### src/core/rosm_pkg.sv
package rosm_pkg;

   // clock and timing, figures in their own units
   localparam int CLK_PERIOD_NS = 20;
   localparam int XFER_PERIOD_US = 6500;
   localparam int RESP_TIME_MS = 20;
   localparam int WD_TIME_MS = 500;
   // fixed transfer period, exact in whole cycles
   localparam int XFER_CYCLES = (XFER_PERIOD_US * 1000) / CLK_PERIOD_NS;
   // longest response time rounds down
   localparam int RESP_CYCLES = (RESP_TIME_MS * 1000000) / CLK_PERIOD_NS;
   // least watchdog time rounds up
   localparam int WD_CYCLES = (WD_TIME_MS * 1000000 + CLK_PERIOD_NS - 1) / CLK_PERIOD_NS;
   localparam logic [1:0] WD_FAIL_LIMIT = 2'h3;

   // zero-based and one-based bases of each area
   localparam logic [15:0] STAT_BIT_BASE_ZB = 16'h0800;   // 2048
   localparam logic [15:0] STAT_BIT_BASE_OB = 16'h36B1;   // 14001
   localparam logic [15:0] STAT_WORD_BASE_ZB = 16'h0300;  // 768
   localparam logic [15:0] STAT_WORD_BASE_OB = 16'h8980;  // 35200
   localparam logic [15:0] TYPE_WORD_BASE_ZB = 16'h0400;  // 1024
   localparam logic [15:0] TYPE_WORD_BASE_OB = 16'h89E4;  // 35300
   localparam logic [15:0] SLOT_COIL_BASE_ZB = 16'h0400;  // 1024
   localparam logic [15:0] SLOT_COIL_BASE_OB = 16'h0BB9;  // 3001
   localparam logic [15:0] ALLOC_COIL_BASE_ZB = 16'h0000; // 0
   localparam logic [15:0] ALLOC_COIL_BASE_OB = 16'h0001; // 1
   localparam logic [15:0] HOLD_REG_BASE_ZB = 16'h0500;   // 1280
   localparam logic [15:0] HOLD_REG_BASE_OB = 16'hB415;   // 46101

   // function codes
   localparam logic [7:0] FC_READ_COILS = 8'h01;
   localparam logic [7:0] FC_READ_INPUTS = 8'h02;
   localparam logic [7:0] FC_READ_HOLD = 8'h03;
   localparam logic [7:0] FC_READ_INREG = 8'h04;
   localparam logic [7:0] FC_WRITE_COIL = 8'h05;
   localparam logic [7:0] FC_WRITE_REG = 8'h06;
   localparam logic [7:0] FC_WRITE_COILS = 8'h0F;
   localparam logic [7:0] FC_WRITE_REGS = 8'h10;

   // exception codes
   localparam logic [15:0] EXC_ILL_FUNC = 16'h0001;
   localparam logic [15:0] EXC_ILL_ADDR = 16'h0002;

   // output process byte
   localparam logic [7:0] OUT_RESET = 8'h00;
   localparam logic [7:0] OUT_USED_MASK = 8'h03;
   localparam logic [3:0] BIT_NONE = 4'h8;

   typedef struct packed {
      logic valid;
      logic [7:0] func;
      logic [15:0] addr;
      logic [15:0] wdata;
   } rosm_req_t;

   typedef struct packed {
      logic valid;
      logic err;
      logic [15:0] data;
   } rosm_rsp_t;

endpackage : rosm_pkg

### src/core/rosm_slot_map.sv
// Function
// output byte: bit0 relay1, bit1 relay2
// push outputs to module every 6.5 ms
// relay follows command within 20 ms
// master reaches values by modbus requests
// status bits by fc2 at bit formula
// status and type words by fc4
// slot coils written 5/15, read 1
// allocated coil area from address 0/1
// allocated holding area from 1280/46101
// zero-based or one-based addressing selectable
// three failed transfers then off after 500ms
// unused bits ignore writes, read zero
`timescale 1ns/1ns
`default_nettype none

module rosm_slot_map
   import rosm_pkg::*;
#(
   parameter int XFER_CYC = XFER_CYCLES,
   parameter int WD_CYC = WD_CYCLES,
   parameter logic [15:0] ALLOC_COIL = 16'h0000,
   parameter logic [15:0] ALLOC_REG = 16'h0000,
   parameter logic [3:0] ALLOC_BIT = 4'h0,
   parameter logic [15:0] TYPE_WORD = 16'h00A5 // arbitrary value
) (
   // clock and reset
   input wire logic clk,
   input wire logic rst,
   // configuration
   input wire logic one_based_convention_addressing,
   input wire logic [7:0] slot,
   input wire logic [15:0] status_word,
   // modbus request and answer
   input wire rosm_req_t req,
   output var rosm_rsp_t rsp,
   // transfer to the relay module
   output logic xfer_strobe,
   output logic [7:0] xfer_byte,
   input wire logic xfer_ack,
   // relay drive
   output logic [1:0] relay_out,
   output logic wd_trip
);

   // bit offset inside an 8-bit slot area, BIT_NONE when outside
   function automatic logic [3:0] bit_sel(input logic [15:0] a, input logic [15:0] base,
                                          input logic [7:0] s);
      logic [15:0] rel;
      rel = a - base - {5'h00, s, 3'h0};
      bit_sel = (rel < 16'h0008) ? rel[3:0] : BIT_NONE;
   endfunction : bit_sel

   logic [7:0] out_byte;
   logic [7:0] applied;
   logic [31:0] xfer_cnt;
   logic [31:0] wd_cnt;
   logic [1:0] fail_cnt;
   logic ack_seen;
   logic xfer_tick;

   // base selection by addressing convention
   wire logic ob = one_based_convention_addressing;
   wire logic [15:0] b_sbit = ob ? STAT_BIT_BASE_OB : STAT_BIT_BASE_ZB;
   wire logic [15:0] b_sword = ob ? STAT_WORD_BASE_OB : STAT_WORD_BASE_ZB;
   wire logic [15:0] b_tword = ob ? TYPE_WORD_BASE_OB : TYPE_WORD_BASE_ZB;
   wire logic [15:0] b_scoil = ob ? SLOT_COIL_BASE_OB : SLOT_COIL_BASE_ZB;
   wire logic [15:0] b_acoil = ob ? ALLOC_COIL_BASE_OB : ALLOC_COIL_BASE_ZB;
   wire logic [15:0] b_hreg = ob ? HOLD_REG_BASE_OB : HOLD_REG_BASE_ZB;

   // function code classes; multi-item writes arrive one item per request
   wire logic fc_sbit = req.func == FC_READ_INPUTS;
   wire logic fc_inreg = req.func == FC_READ_INREG;
   wire logic fc_crd = req.func == FC_READ_COILS;
   wire logic fc_cwr = (req.func == FC_WRITE_COIL) || (req.func == FC_WRITE_COILS);
   wire logic fc_hrd = req.func == FC_READ_HOLD;
   wire logic fc_hwr = (req.func == FC_WRITE_REG) || (req.func == FC_WRITE_REGS);
   wire logic fc_ok = fc_sbit | fc_inreg | fc_crd | fc_cwr | fc_hrd | fc_hwr;

   // address decode of every area
   wire logic [3:0] st_bit = bit_sel(req.addr, b_sbit, slot);
   wire logic sw_hit = req.addr == (b_sword + {8'h00, slot});
   wire logic tw_hit = req.addr == (b_tword + {8'h00, slot});
   wire logic [3:0] sc_bit = bit_sel(req.addr, b_scoil, slot);
   wire logic [15:0] ac_rel = req.addr - b_acoil - ALLOC_COIL;
   wire logic [3:0] ac_bit = (ac_rel < 16'h0002) ? ac_rel[3:0] : BIT_NONE;
   wire logic hr_hit = req.addr == (b_hreg + ALLOC_REG);
   wire logic [3:0] coil_idx = (sc_bit != BIT_NONE) ? sc_bit : ac_bit;
   wire logic coil_hit = coil_idx != BIT_NONE;

   wire logic addr_ok = (fc_sbit & (st_bit != BIT_NONE)) | (fc_inreg & (sw_hit | tw_hit)) |
                        ((fc_crd | fc_cwr) & coil_hit) | ((fc_hrd | fc_hwr) & hr_hit);

   // read data; only bits 0 and 1 of the output byte can hold a one
   wire logic [15:0] hr_word = {8'h00, out_byte} << ALLOC_BIT;
   wire logic [15:0] rd_data =
      fc_sbit ? {15'h0000, status_word[{1'b1, st_bit[2:0]}]} :
      fc_inreg ? (sw_hit ? status_word : TYPE_WORD) :
      fc_crd ? {15'h0000, out_byte[coil_idx[2:0]]} :
      hr_word;

   // write data for the output byte
   wire logic coil_val = req.wdata != 16'h0000;
   wire logic [7:0] coil_mask = {7'h00, (coil_idx < 4'h2)} << coil_idx[2:0];
   wire logic [7:0] coil_byte = coil_val ? (out_byte | coil_mask) : (out_byte & ~coil_mask);
   wire logic [15:0] hr_shift = req.wdata >> ALLOC_BIT;
   wire logic wr_coil = req.valid & fc_cwr & coil_hit;
   wire logic wr_reg = req.valid & fc_hwr & hr_hit;
   wire logic [7:0] next_out_byte = wr_coil ? (coil_byte & OUT_USED_MASK) :
                                    wr_reg ? (hr_shift[7:0] & OUT_USED_MASK) : out_byte;

   // answer, one cycle after the request
   wire rosm_rsp_t next_rsp = '{valid: req.valid, err: req.valid & ~(fc_ok & addr_ok),
                                data: !req.valid ? 16'h0000 :
                                      !fc_ok ? EXC_ILL_FUNC :
                                      !addr_ok ? EXC_ILL_ADDR :
                                      (fc_cwr | fc_hwr) ? req.wdata : rd_data};

   // output image and answer registers
   always_ff @(posedge clk) begin
      if (rst) begin
         out_byte <= OUT_RESET;
         rsp <= '0;
      end else begin
         out_byte <= next_out_byte;
         rsp <= next_rsp;
      end
   end

   // fixed transfer period, independent of any measuring time
   assign xfer_tick = xfer_cnt == 32'(XFER_CYC - 1);
   always_ff @(posedge clk) begin
      if (rst) begin
         xfer_cnt <= 32'h0000_0000;
         xfer_strobe <= 1'b0;
         xfer_byte <= OUT_RESET;
      end else begin
         xfer_cnt <= xfer_tick ? 32'h0000_0000 : xfer_cnt + 32'h0000_0001;
         xfer_strobe <= xfer_tick;
         if (xfer_tick) begin
            xfer_byte <= out_byte & OUT_USED_MASK;
         end
      end
   end

   // an attempt fails when no ack came before the next transfer
   wire logic attempt_fail = xfer_tick & ~ack_seen & ~xfer_ack;
   wire logic wd_expire = (fail_cnt == WD_FAIL_LIMIT) && (wd_cnt == 32'(WD_CYC - 1));
   always_ff @(posedge clk) begin
      if (rst) begin
         ack_seen <= 1'b1; // nothing sent before the first tick, so no failure to count
         fail_cnt <= 2'h0;
         wd_cnt <= 32'h0000_0000;
         wd_trip <= 1'b0;
      end else if (xfer_ack) begin
         ack_seen <= ~xfer_tick; // an ack in a tick cycle counts for the ending attempt
         fail_cnt <= 2'h0;
         wd_cnt <= 32'h0000_0000;
         wd_trip <= 1'b0;
      end else begin
         if (xfer_tick) begin
            ack_seen <= 1'b0;
         end
         if (attempt_fail && fail_cnt != WD_FAIL_LIMIT) begin
            fail_cnt <= fail_cnt + 2'h1;
         end
         if (fail_cnt == WD_FAIL_LIMIT && !wd_trip) begin
            wd_cnt <= wd_cnt + 32'h0000_0001;
         end
         if (wd_expire) begin
            wd_trip <= 1'b1;
         end
      end
   end

   // relays follow the acknowledged byte; the watchdog forces them off
   always_ff @(posedge clk) begin
      if (rst) begin
         applied <= OUT_RESET;
         relay_out <= 2'h0;
      end else begin
         if (xfer_ack) begin
            applied <= xfer_byte;
         end
         relay_out <= (wd_trip || wd_expire) ? 2'h0 : applied[1:0];
      end
   end

   // helper: cycles since a write last changed the output byte
   logic [31:0] since_wr;
   always_ff @(posedge clk) begin
      if (rst || (next_out_byte != out_byte)) begin
         since_wr <= 32'h0000_0000;
      end else if (since_wr != 32'hFFFF_FFFF) begin
         since_wr <= since_wr + 32'h0000_0001;
      end
   end
endmodule : rosm_slot_map

`default_nettype wire
### config.mk
export PLATFORM = sky130hd
export DESIGN_NAME = rosm_slot_map
export DESIGN_NICKNAME = d
export VERILOG_FILES = /design/src/core/rosm_pkg.sv /design/src/core/rosm_slot_map.sv
export SDC_FILE = /design/constraint.sdc
export NUM_CORES = 1
export LEC_CHECK = 0
export BUFFER_PORTS_ARGS = -buffer_cell sky130_fd_sc_hd__buf_2
export CELL_PAD_IN_SITES_DETAIL_PLACEMENT = 0
export CELL_PAD_IN_SITES_GLOBAL_PLACEMENT = 1
export CORE_UTILIZATION = 40
export CTS_BUF_LIST = sky130_fd_sc_hd__clkbuf_16
export DETAILED_ROUTE_END_ITERATION = 12
export GPL_ROUTABILITY_DRIVEN = 1
export PLACE_DENSITY_LB_ADDON = 0.1
export SLEW_MARGIN = 25
export SYNTH_ARGS = -nofsm -noshare
export SYNTH_HDL_FRONTEND = slang
export SYNTH_SLANG_ARGS = --single-unit
### constraint.sdc
create_clock -name clk -period 4.7 [get_ports clk]
set_input_delay 0.47 -clock clk [delete_from_list [all_inputs] [get_ports clk]]
set_output_delay 0.47 -clock clk [all_outputs]
set_load 0.02 [all_outputs]
==> flow_metrics.py, run 1 <==
metrics = {
    "run_status": {
        "outcome": "finished clean",
    },
    "final_layout": {
        "layout.cells.non_filler": 1190,
        "multi_input_area_mm2": 0.00479,
        "regArea_mm2": 0.00190,
        "area_growth_pct": 13.5,
        "fillers": 1729,
        "diodes": 0,
        "layout-drive-gt1-share_pct": 14.3,
        "fin_nets": 1083,
    },
    "worst_hold_path": {
        "hold_path_end": "rsp[3]$_SDFF_PP0_",
        "min_path_cells": 3,
        "min_from": "status_word[3]",
        "hp-class": "input port to register",
    },
    "synth": {
        "synth_area_leaders": "dfxtp_1 (27%), ha_1 (8.2%), xor2_1 (6.6%)",
        "synth_top_cell_area_share_pct": 27.0,
        "synth_edf_count": 0,
        "yosys_warnings": 0,
        "yosysTopAreaCell": "dfxtp_1",
        "synth-seq-area-share_pct": 27.0,
        "yosysUniqueCellTypes": 75,
        "ys_top_cells_by_count": "nor2_1 (118), dfxtp_1 (95), nand2_1 (61)",
        "synth_most_common_cell": "nor2_1",
        "synth_cells": 886,
        "ys.flop_type": "dfxtp_1",
        "ys_async_sr_fraction_pct": 0,
        "synth_area_mm2": 0.00704,
        "yosys_register_bits": 95,
        "syn_avg_cell_area_um2": 7.94,
    },
    "power_and_ir_drop": {
        "p_total_mw": 2.20,
        "switchingPower_mw": 0.685,
        "p_leak_nw": 3.19,
        "swShare_pct": 31.1,
        "p_seq_share_pct": 36.8,
        "ir_drop_mv": 0.225,
        "p_int_mw": 1.52,
        "p_clk_share_pct": 36.4,
        "combinationalPowerShare_pct": 26.9,
        "cellPowerDensity_mw_per_mm2": 276,
    },
    "critical_path": {
        "reg2reg_slack_ns": 1.83,
        "cp_slowest_cell": "ha_1",
        "startpoint_type": "input port",
        "crit_arrival_ns": 4.14,
        "cpLargestDelayFamily": "compound AO/OA/AOI/OAI gates",
        "crit_cells": 13,
        "crit_buf_inv": 2,
        "r2r_start": "fail_cnt[0]$_SDFFE_PP0P_",
        "crit_top_cell": "o31ai_1",
        "r2r_cells": 10,
        "end_kind": "register",
        "cp_max_fo": 9,
        "critPathKind": "input port to register",
        "max_stage_delay_ns": 0.54,
        "crit-reg2reg-capture": "wd_cnt[28]$_SDFFE_PP0P_",
        "required_ns": 4.96,
        "worstPathCellList": "buf_2 -> inv_1 -> fa_1 -> ha_1 -> or2_1 -> nand4_1 -> o21ai_1 -> mux2_4 -> nor4_4 -> nand3_1 -> o31ai_1 -> a21oi_1 -> o31ai_1",
    },
    "floorplan": {
        "io_pins": 99,
        "dieWidth_um": 135,
        "die_h_um": 135,
        "die_area_mm2": 0.0181,
        "core-area_mm2": 0.0172,
        "row_count": 48,
        "start_util_pct": 40.8,
    },
    "global_routing": {
        "grt_start_max_net_pins": 37,
        "met2_usage_pct": 33.1,
        "antenna_found_initial": 0,
        "grt_pass1_vias": 5991,
        "grtUsageTotal_pct": 20.6,
        "gr-usage-met3_pct": 2.97,
        "globalRouteOverflowTotal": 0,
        "use_met1_pct": 28.7,
        "grt_pass1_wl_um": 30100,
        "gr-max-usage-layer": "met2",
    },
    "detailed_routing": {
        "via_per_inst": 5.39,
        "vias": 6419,
        "drc": 0,
        "firstDrtPassIters": 7,
        "wirelength_um": 18400,
        "drt-initial-drc-count": 345,
        "routedWlPerCell_um": 15.4,
        "antenna_left": 0,
    },
    "cts": {
        "clockBufferDepth": 2,
        "post_cts_buffers": 0,
        "cts_tree": "done",
        "cts_buffers": 9,
        "cts_root_buffer": "clkbuf_16",
        "cts_hold_buffers": 0,
        "h-tree-depth": 3,
        "clk_pin_slew_ns": 0.07,
        "clkLatencyLatePin_ns": 0.34,
        "cts.sinks": 95,
        "ctsResizeCount": 0,
    },
    "placed_design": {
        "dp_cells": 1174,
        "io_buffers": 92,
        "hpwl_um": 14400,
        "gp_congestion": 0.869,
    },
    "sta": {
        "setup-violations-final": 0,
        "finalSetupTns_ns": 0,
        "final.setup_skew_ns": 0.00825,
        "worst_pin_slew_ns": 1.02,
        "final_hold_viol_count": 0,
        "rsz0062_at_grt": "no",
        "final_max_slew_viol_count": 0,
        "fin_crit_sh_pct": 82.6,
        "fmax_ghz": 0.258,
        "slew-limit-headroom_pct": 31.8,
        "min_period_ns": 3.88,
    },
    "job": {
        "maxCapViolations": 0,
    },
}
==> cells by family (layout without fill, tap and decap cells) <==
family,after synthesis,in the layout,share of synthesized area (%)
AND/OR/NAND/NOR,393,393,29.2
other,1,6,0.0533
AO/OA/AOI/OAI,155,155,15.1
XOR/XNOR,90,90,11.2
adder cells (fa/ha/maj),54,54,10.5
multiplexers,11,11,1.81
buffers and inverters,87,161,5.16
flip-flops,95,95,27.0
==> how the worst max path moves through the flow <==
| stage | start | slack [ns] | endpoint |
|---|---|---|---|
| detailed placement | one_based_convention_addressing | 0.47 | rsp[0]$_SDFF_PP0_ |
| CTS | one_based_convention_addressing | 0.82 | rsp[0]$_SDFF_PP0_ |
| finish | one_based_convention_addressing | 0.82 | rsp[0]$_SDFF_PP0_ |
| floorplan | one_based_convention_addressing | 0.49 | register |
| global placement | one_based_convention_addressing | 0.55 | rsp[0]$_SDFF_PP0_ |
| global route | one_based_convention_addressing | 0.58 | rsp[0]$_SDFF_PP0_ |
==> layout make-up <==
type,count,area share (%)
flip-flops and latches,95,23.8
inverters,48,2.26
well taps,225,3.53
repair buffers,97,6.24
clock inverters,7,1.33
multi-input cells,709,60.0
clock buffers,9,2.82
==> per-stage QoR <==
step | hold slack (ns) | area, µm² | utilization, % | worst slack [ns]
after floorplan | 0.413 | 7060 | - | 0.489
after global placement | 0.431 | 7650 | 44.4 | 0.549
after detailed placement | 0.433 | 7650 | 44.4 | 0.470
after CTS | 0.350 | 7990 | 46.3 | 0.824
after global routing | 0.370 | 7990 | 46.3 | 0.576
final | 0.362 | 7990 | 46.3 | 0.820
==> cell usage in the layout, fill, tap and decap left out, types with 6 or more instances in the layout <==
cell type  count
nand3_1       40
o21ai_0       30
xnor2_1       37
nor4_1        22
a21o_1         8
inv_1         48
nor3_1        18
buf_2         92
nor4b_1       10
conb_1         6
a21oi_1       39
dfxtp_1       95
clkbuf_16      9
xor2_1        53
o211ai_1       9
ha_1          46
nand2_1       61
a22oi_1       14
or3_1         11
nand2b_1      10
mux2i_1        9
nor2b_1       13
and3_1        27
nand4_1       25
o2111ai_1      6
nor2_1       118
fa_1           8
==> tightest hold or removal path: stages <==
cell and delay (ns):
buf_2 0.08, a22oi_1 0.06, nor2_1 0.07
==> sequential cells by signal (all words and copies together), names as in the netlist, named ones only <==
| signal | flops |
|---|---|
| wd_trip | 1 |
| fail_cnt | 2 |
| rsp | 18 |
| applied | 2 |
| xfer_cnt | 32 |
| xfer_byte | 2 |
| ack_seen | 1 |
| wd_cnt | 32 |
| xfer_strobe | 1 |
| relay_out | 2 |
==> per-layer routing <==
metal / share of wire, % / wire length (µm)
met1: 50 / 9140
met2: 46 / 8420
met5: 0 / 0
met3: 2.9 / 527
met4: 1.5 / 282
==> power groups by stage <==
stage          clock network (mW)  logic (mW)  registers, mW
2_1_floorplan                   0       0.428          0.830
3_3_place_gp                    0       0.593          0.829
3_5_place_dp                    0       0.585          0.829
4_1_cts                     0.818       0.589          0.810
5_1_grt                     0.848       0.655          0.810
6_report                    0.801       0.591          0.810
(Power assumes the default switching activity.)
==> run 2, diff against run 1 <==
--- a/config.mk
+++ b/config.mk
@@ -5,6 +5,7 @@
 export SDC_FILE = /design/constraint.sdc
 export NUM_CORES = 1
 export LEC_CHECK = 0
+export ABC_AREA = 1
 export BUFFER_PORTS_ARGS = -buffer_cell sky130_fd_sc_hd__buf_2
 export CELL_PAD_IN_SITES_DETAIL_PLACEMENT = 0
 export CELL_PAD_IN_SITES_GLOBAL_PLACEMENT = 1
==> constraint.sdc (replaced) <==
create_clock -name clk -period 4 [get_ports clk]
set_input_delay 0.4 -clock clk [delete_from_list [all_inputs] [get_ports clk]]
set_output_delay 0.4 -clock clk [all_outputs]
set_load 0.02 [all_outputs]
==> flow_metrics.py, run 2 <==
metrics = {
    "sta": {
        "final_hold_viol_count": 0,
        "fmax_ghz": 0.272,
        "slew-limit-headroom_pct": 47.1,
        "rsz0062_at_grt": "no",
        "fin_ws_ns": 0.330,
        "min_period_ns": 3.67,
        "final.setup_skew_ns": 0.0131,
        "final_max_slew_viol_count": 0,
        "setup-violations-final": 0,
        "fin_crit_sh_pct": 91.7,
        "finalSetupTns_ns": 0,
        "worst_pin_slew_ns": 0.774,
    },
    "critical_path": {
        "required_ns": 4.27,
        "cp_max_fo": 6,
        "r2r_cells": 15,
        "crit-reg2reg-capture": "wd_cnt[31]$_SDFFE_PP0P_",
        "r2r_start": "fail_cnt[0]$_SDFFE_PP0P_",
        "worstPathCellList": "buf_2 -> clkinvlp_4 -> fa_1 -> ha_1 -> nand2_1 -> nor2_1 -> nand2_1 -> nand3_1 -> nand3_1 -> nand2_1 -> nand2_1 -> nand2_1 -> nand2_1 -> nor2_1 -> nand2_1 -> o21ai_1 -> nand3_2 -> o21ai_1 -> nor2_1 -> a211oi_1",
        "cp_slowest_cell": "fa_1",
        "end_kind": "register",
        "crit_top_cell": "nand2_1",
        "max_stage_delay_ns": 0.54,
        "critPathKind": "input port to register",
        "startpoint_type": "input port",
        "reg2reg_slack_ns": 1.10,
        "crit_arrival_ns": 3.94,
    },
    "synth": {
        "ys_async_sr_fraction_pct": 0,
        "synth.area.mux_share_pct": 0,
        "syn_avg_cell_area_um2": 6.14,
        "synth_most_common_cell": "nand2_1",
        "yosys_register_bits": 95,
        "synthAdderAreaFrac_pct": 8.87,
        "synth-seq-area-share_pct": 22.9,
        "synth_compound_area_share_pct": 10.8,
        "synth_top_cell_area_share_pct": 22.9,
        "synth_area_mm2": 0.00829,
        "yosys.area_share.simple_pct": 40.5,
        "synth_edf_count": 0,
        "yosys_warnings": 0,
        "ys.flop_type": "dfxtp_1",
        "yosysTopAreaCell": "dfxtp_1",
        "synth_top_family_by_area": "simple AND/OR/NAND/NOR gates",
        "synth_area_leaders": "dfxtp_1 (23%), nand2_1 (14%), inv_1 (11%)",
        "yosysUniqueCellTypes": 56,
        "ys_top_cells_by_count": "nand2_1 (320), inv_1 (240), nor2_1 (161)",
        "synth_cells": 1351,
        "synth_xor_area_share_pct": 4.12,
    },
    "job": {
        "maxCapViolations": 0,
    },
    "global_routing": {
        "antenna_found_initial": 0,
        "grt_pass1_wl_um": 41200,
        "globalRouteOverflowTotal": 0,
        "grt_start_max_net_pins": 24,
        "grtUsageTotal_pct": 24.3,
        "grt_pass1_vias": 8082,
    },
    "cts": {
        "h-tree-depth": 3,
        "clk_pin_slew_ns": 0.08,
        "clkLatencyLatePin_ns": 0.36,
        "cts_tree": "done",
        "clockBufferDepth": 2,
        "cts_root_buffer": "clkbuf_16",
        "cts.sinks": 95,
        "cts_buffers": 9,
        "post_cts_buffers": 0,
    },
    "floorplan": {
        "die_area_mm2": 0.0213,
        "io_pins": 99,
        "row_count": 52,
        "start_util_pct": 40.9,
        "die_h_um": 146,
        "core-area_mm2": 0.0203,
        "dieWidth_um": 146,
    },
    "detailed_routing": {
        "routedWlPerCell_um": 14.9,
        "wirelength_um": 25800,
        "drc": 0,
        "via_per_inst": 5.08,
        "vias": 8767,
        "firstDrtPassIters": 6,
        "drt-initial-drc-count": 620,
        "antenna_left": 0,
    },
    "final_layout": {
        "layout_common_cells": "nand2_1 (320), inv_1 (239), nor2_1 (161)",
        "area_growth_pct": 13.4,
        "final_util_pct": 46.3,
        "diodes": 0,
        "final_common_cell": "nand2_1",
        "layout-drive-gt1-share_pct": 11.2,
        "reg.largest.list": "wd_cnt x32, xfer_cnt x32, rsp x18",
        "fin_nets": 1574,
    },
    "power_and_ir_drop": {
        "p_clk_share_pct": 32.3,
        "p_seq_share_pct": 35.8,
        "combinationalPowerShare_pct": 31.9,
        "switchingPower_mw": 0.997,
        "ir_drop_mv": 0.174,
        "cellPowerDensity_mw_per_mm2": 284,
        "p_leak_nw": 4.34,
        "swShare_pct": 37.4,
        "p_int_mw": 1.67,
    },
    "worst_hold_path": {
        "min_from": "req[40]",
        "hold_path_end": "rsp[17]$_SDFF_PP0_",
        "min_path_cells": 3,
        "hp-class": "input port to register",
    },
    "run_status": {
        "outcome": "finished clean",
    },
    "placed_design": {
        "hpwl_um": 21300,
        "gp_congestion": 0.903,
        "io_buffers": 92,
        "post-place-ws_ns": -0.0109,
    },
}
## run 2: changes by cell type after synthesis, sizes merged, moves of 26 or more
cell,previous run,this run
nand4,25,52
nand3,40,81
o21ai,31,61
nand2,62,326
nor2,119,172
inv,48,243
and3,27,1
xnor2,37,11
a21oi,40,69
## run 2: power by group through the flow
stage	clock network [mW]	registers [mW]	logic, mW
6_report	0.861	0.953	0.851
2_1_floorplan	0	0.978	0.586
3_3_place_gp	0	0.976	0.843
3_5_place_dp	0	0.975	0.837
4_1_cts	0.892	0.953	0.841
5_1_grt	0.925	0.954	0.963
## run 2: cell type report
| type | count | area, µm² |
|---|---|---|
| clock inverters | 7 | 67.6 |
| multi-input cells | 992 | 5360 |
| inverters | 244 | 922 |
| well taps | 270 | 338 |
| repair buffers | 109 | 588 |
| clock buffers | 9 | 225 |
| fillers | 2254 | 10900 |
| flip-flops and latches | 95 | 1900 |
## run 2: cells by family (layout without fill, tap and decap cells)
family,Yosys count,after routing
xor gates and xnor gates,39,39
AOI/OAI and AO/OA,160,160
adders and majority gates,54,54
and+or+nand+nor,733,733
buffers and inverters,269,369
DFF,95,95
other,1,6
## run 2: repair_timing
action / 4_1_cts / 5_1_grt
gates resized for setup: 0 / 1
hold buffers: 0 / 0
endpoints found under the setup margin: 0 / 1
endpoints found under the hold margin: 0 / 0
## run 2: per-stage QoR
stage	hold slack [ns]	power [mW]	std cells	instance area, µm²
after floorplan	0.416	1.56	1356	8310
after global placement	0.430	1.82	1710	9100
after detailed placement	0.444	1.81	1710	9100
after CTS	0.286	2.69	1726	9400
after global routing	0.303	2.84	1726	9400
final	0.300	2.67	1726	9400
## run 2: worst max-delay path by stage
stage                                          from                end  slack [ns]
finish              one_based_convention_addressing           register        0.33
global placement    one_based_convention_addressing           register        0.02
floorplan           one_based_convention_addressing  rsp[2]$_SDFF_PP0_        0.53
detailed placement  one_based_convention_addressing           register       -0.01
global route        one_based_convention_addressing           register        0.01
CTS                 one_based_convention_addressing           register        0.35
## run 2: per-layer routing
layer  global-route usage [%]  part of all wire [%]
met1                     34.5                    50
met2                     37.3                    42
met3                     4.29                   5.8
met4                     6.88                   2.3
met5                        0                     0
## run 2: worst max-delay path, delay by kind of cell
family | cells | cell delay (ns)
fa+ha+maj | 2 | 0.96
buf+inv | 2 | 0.34
simple gates | 13 | 1.62
compound gates | 3 | 0.61
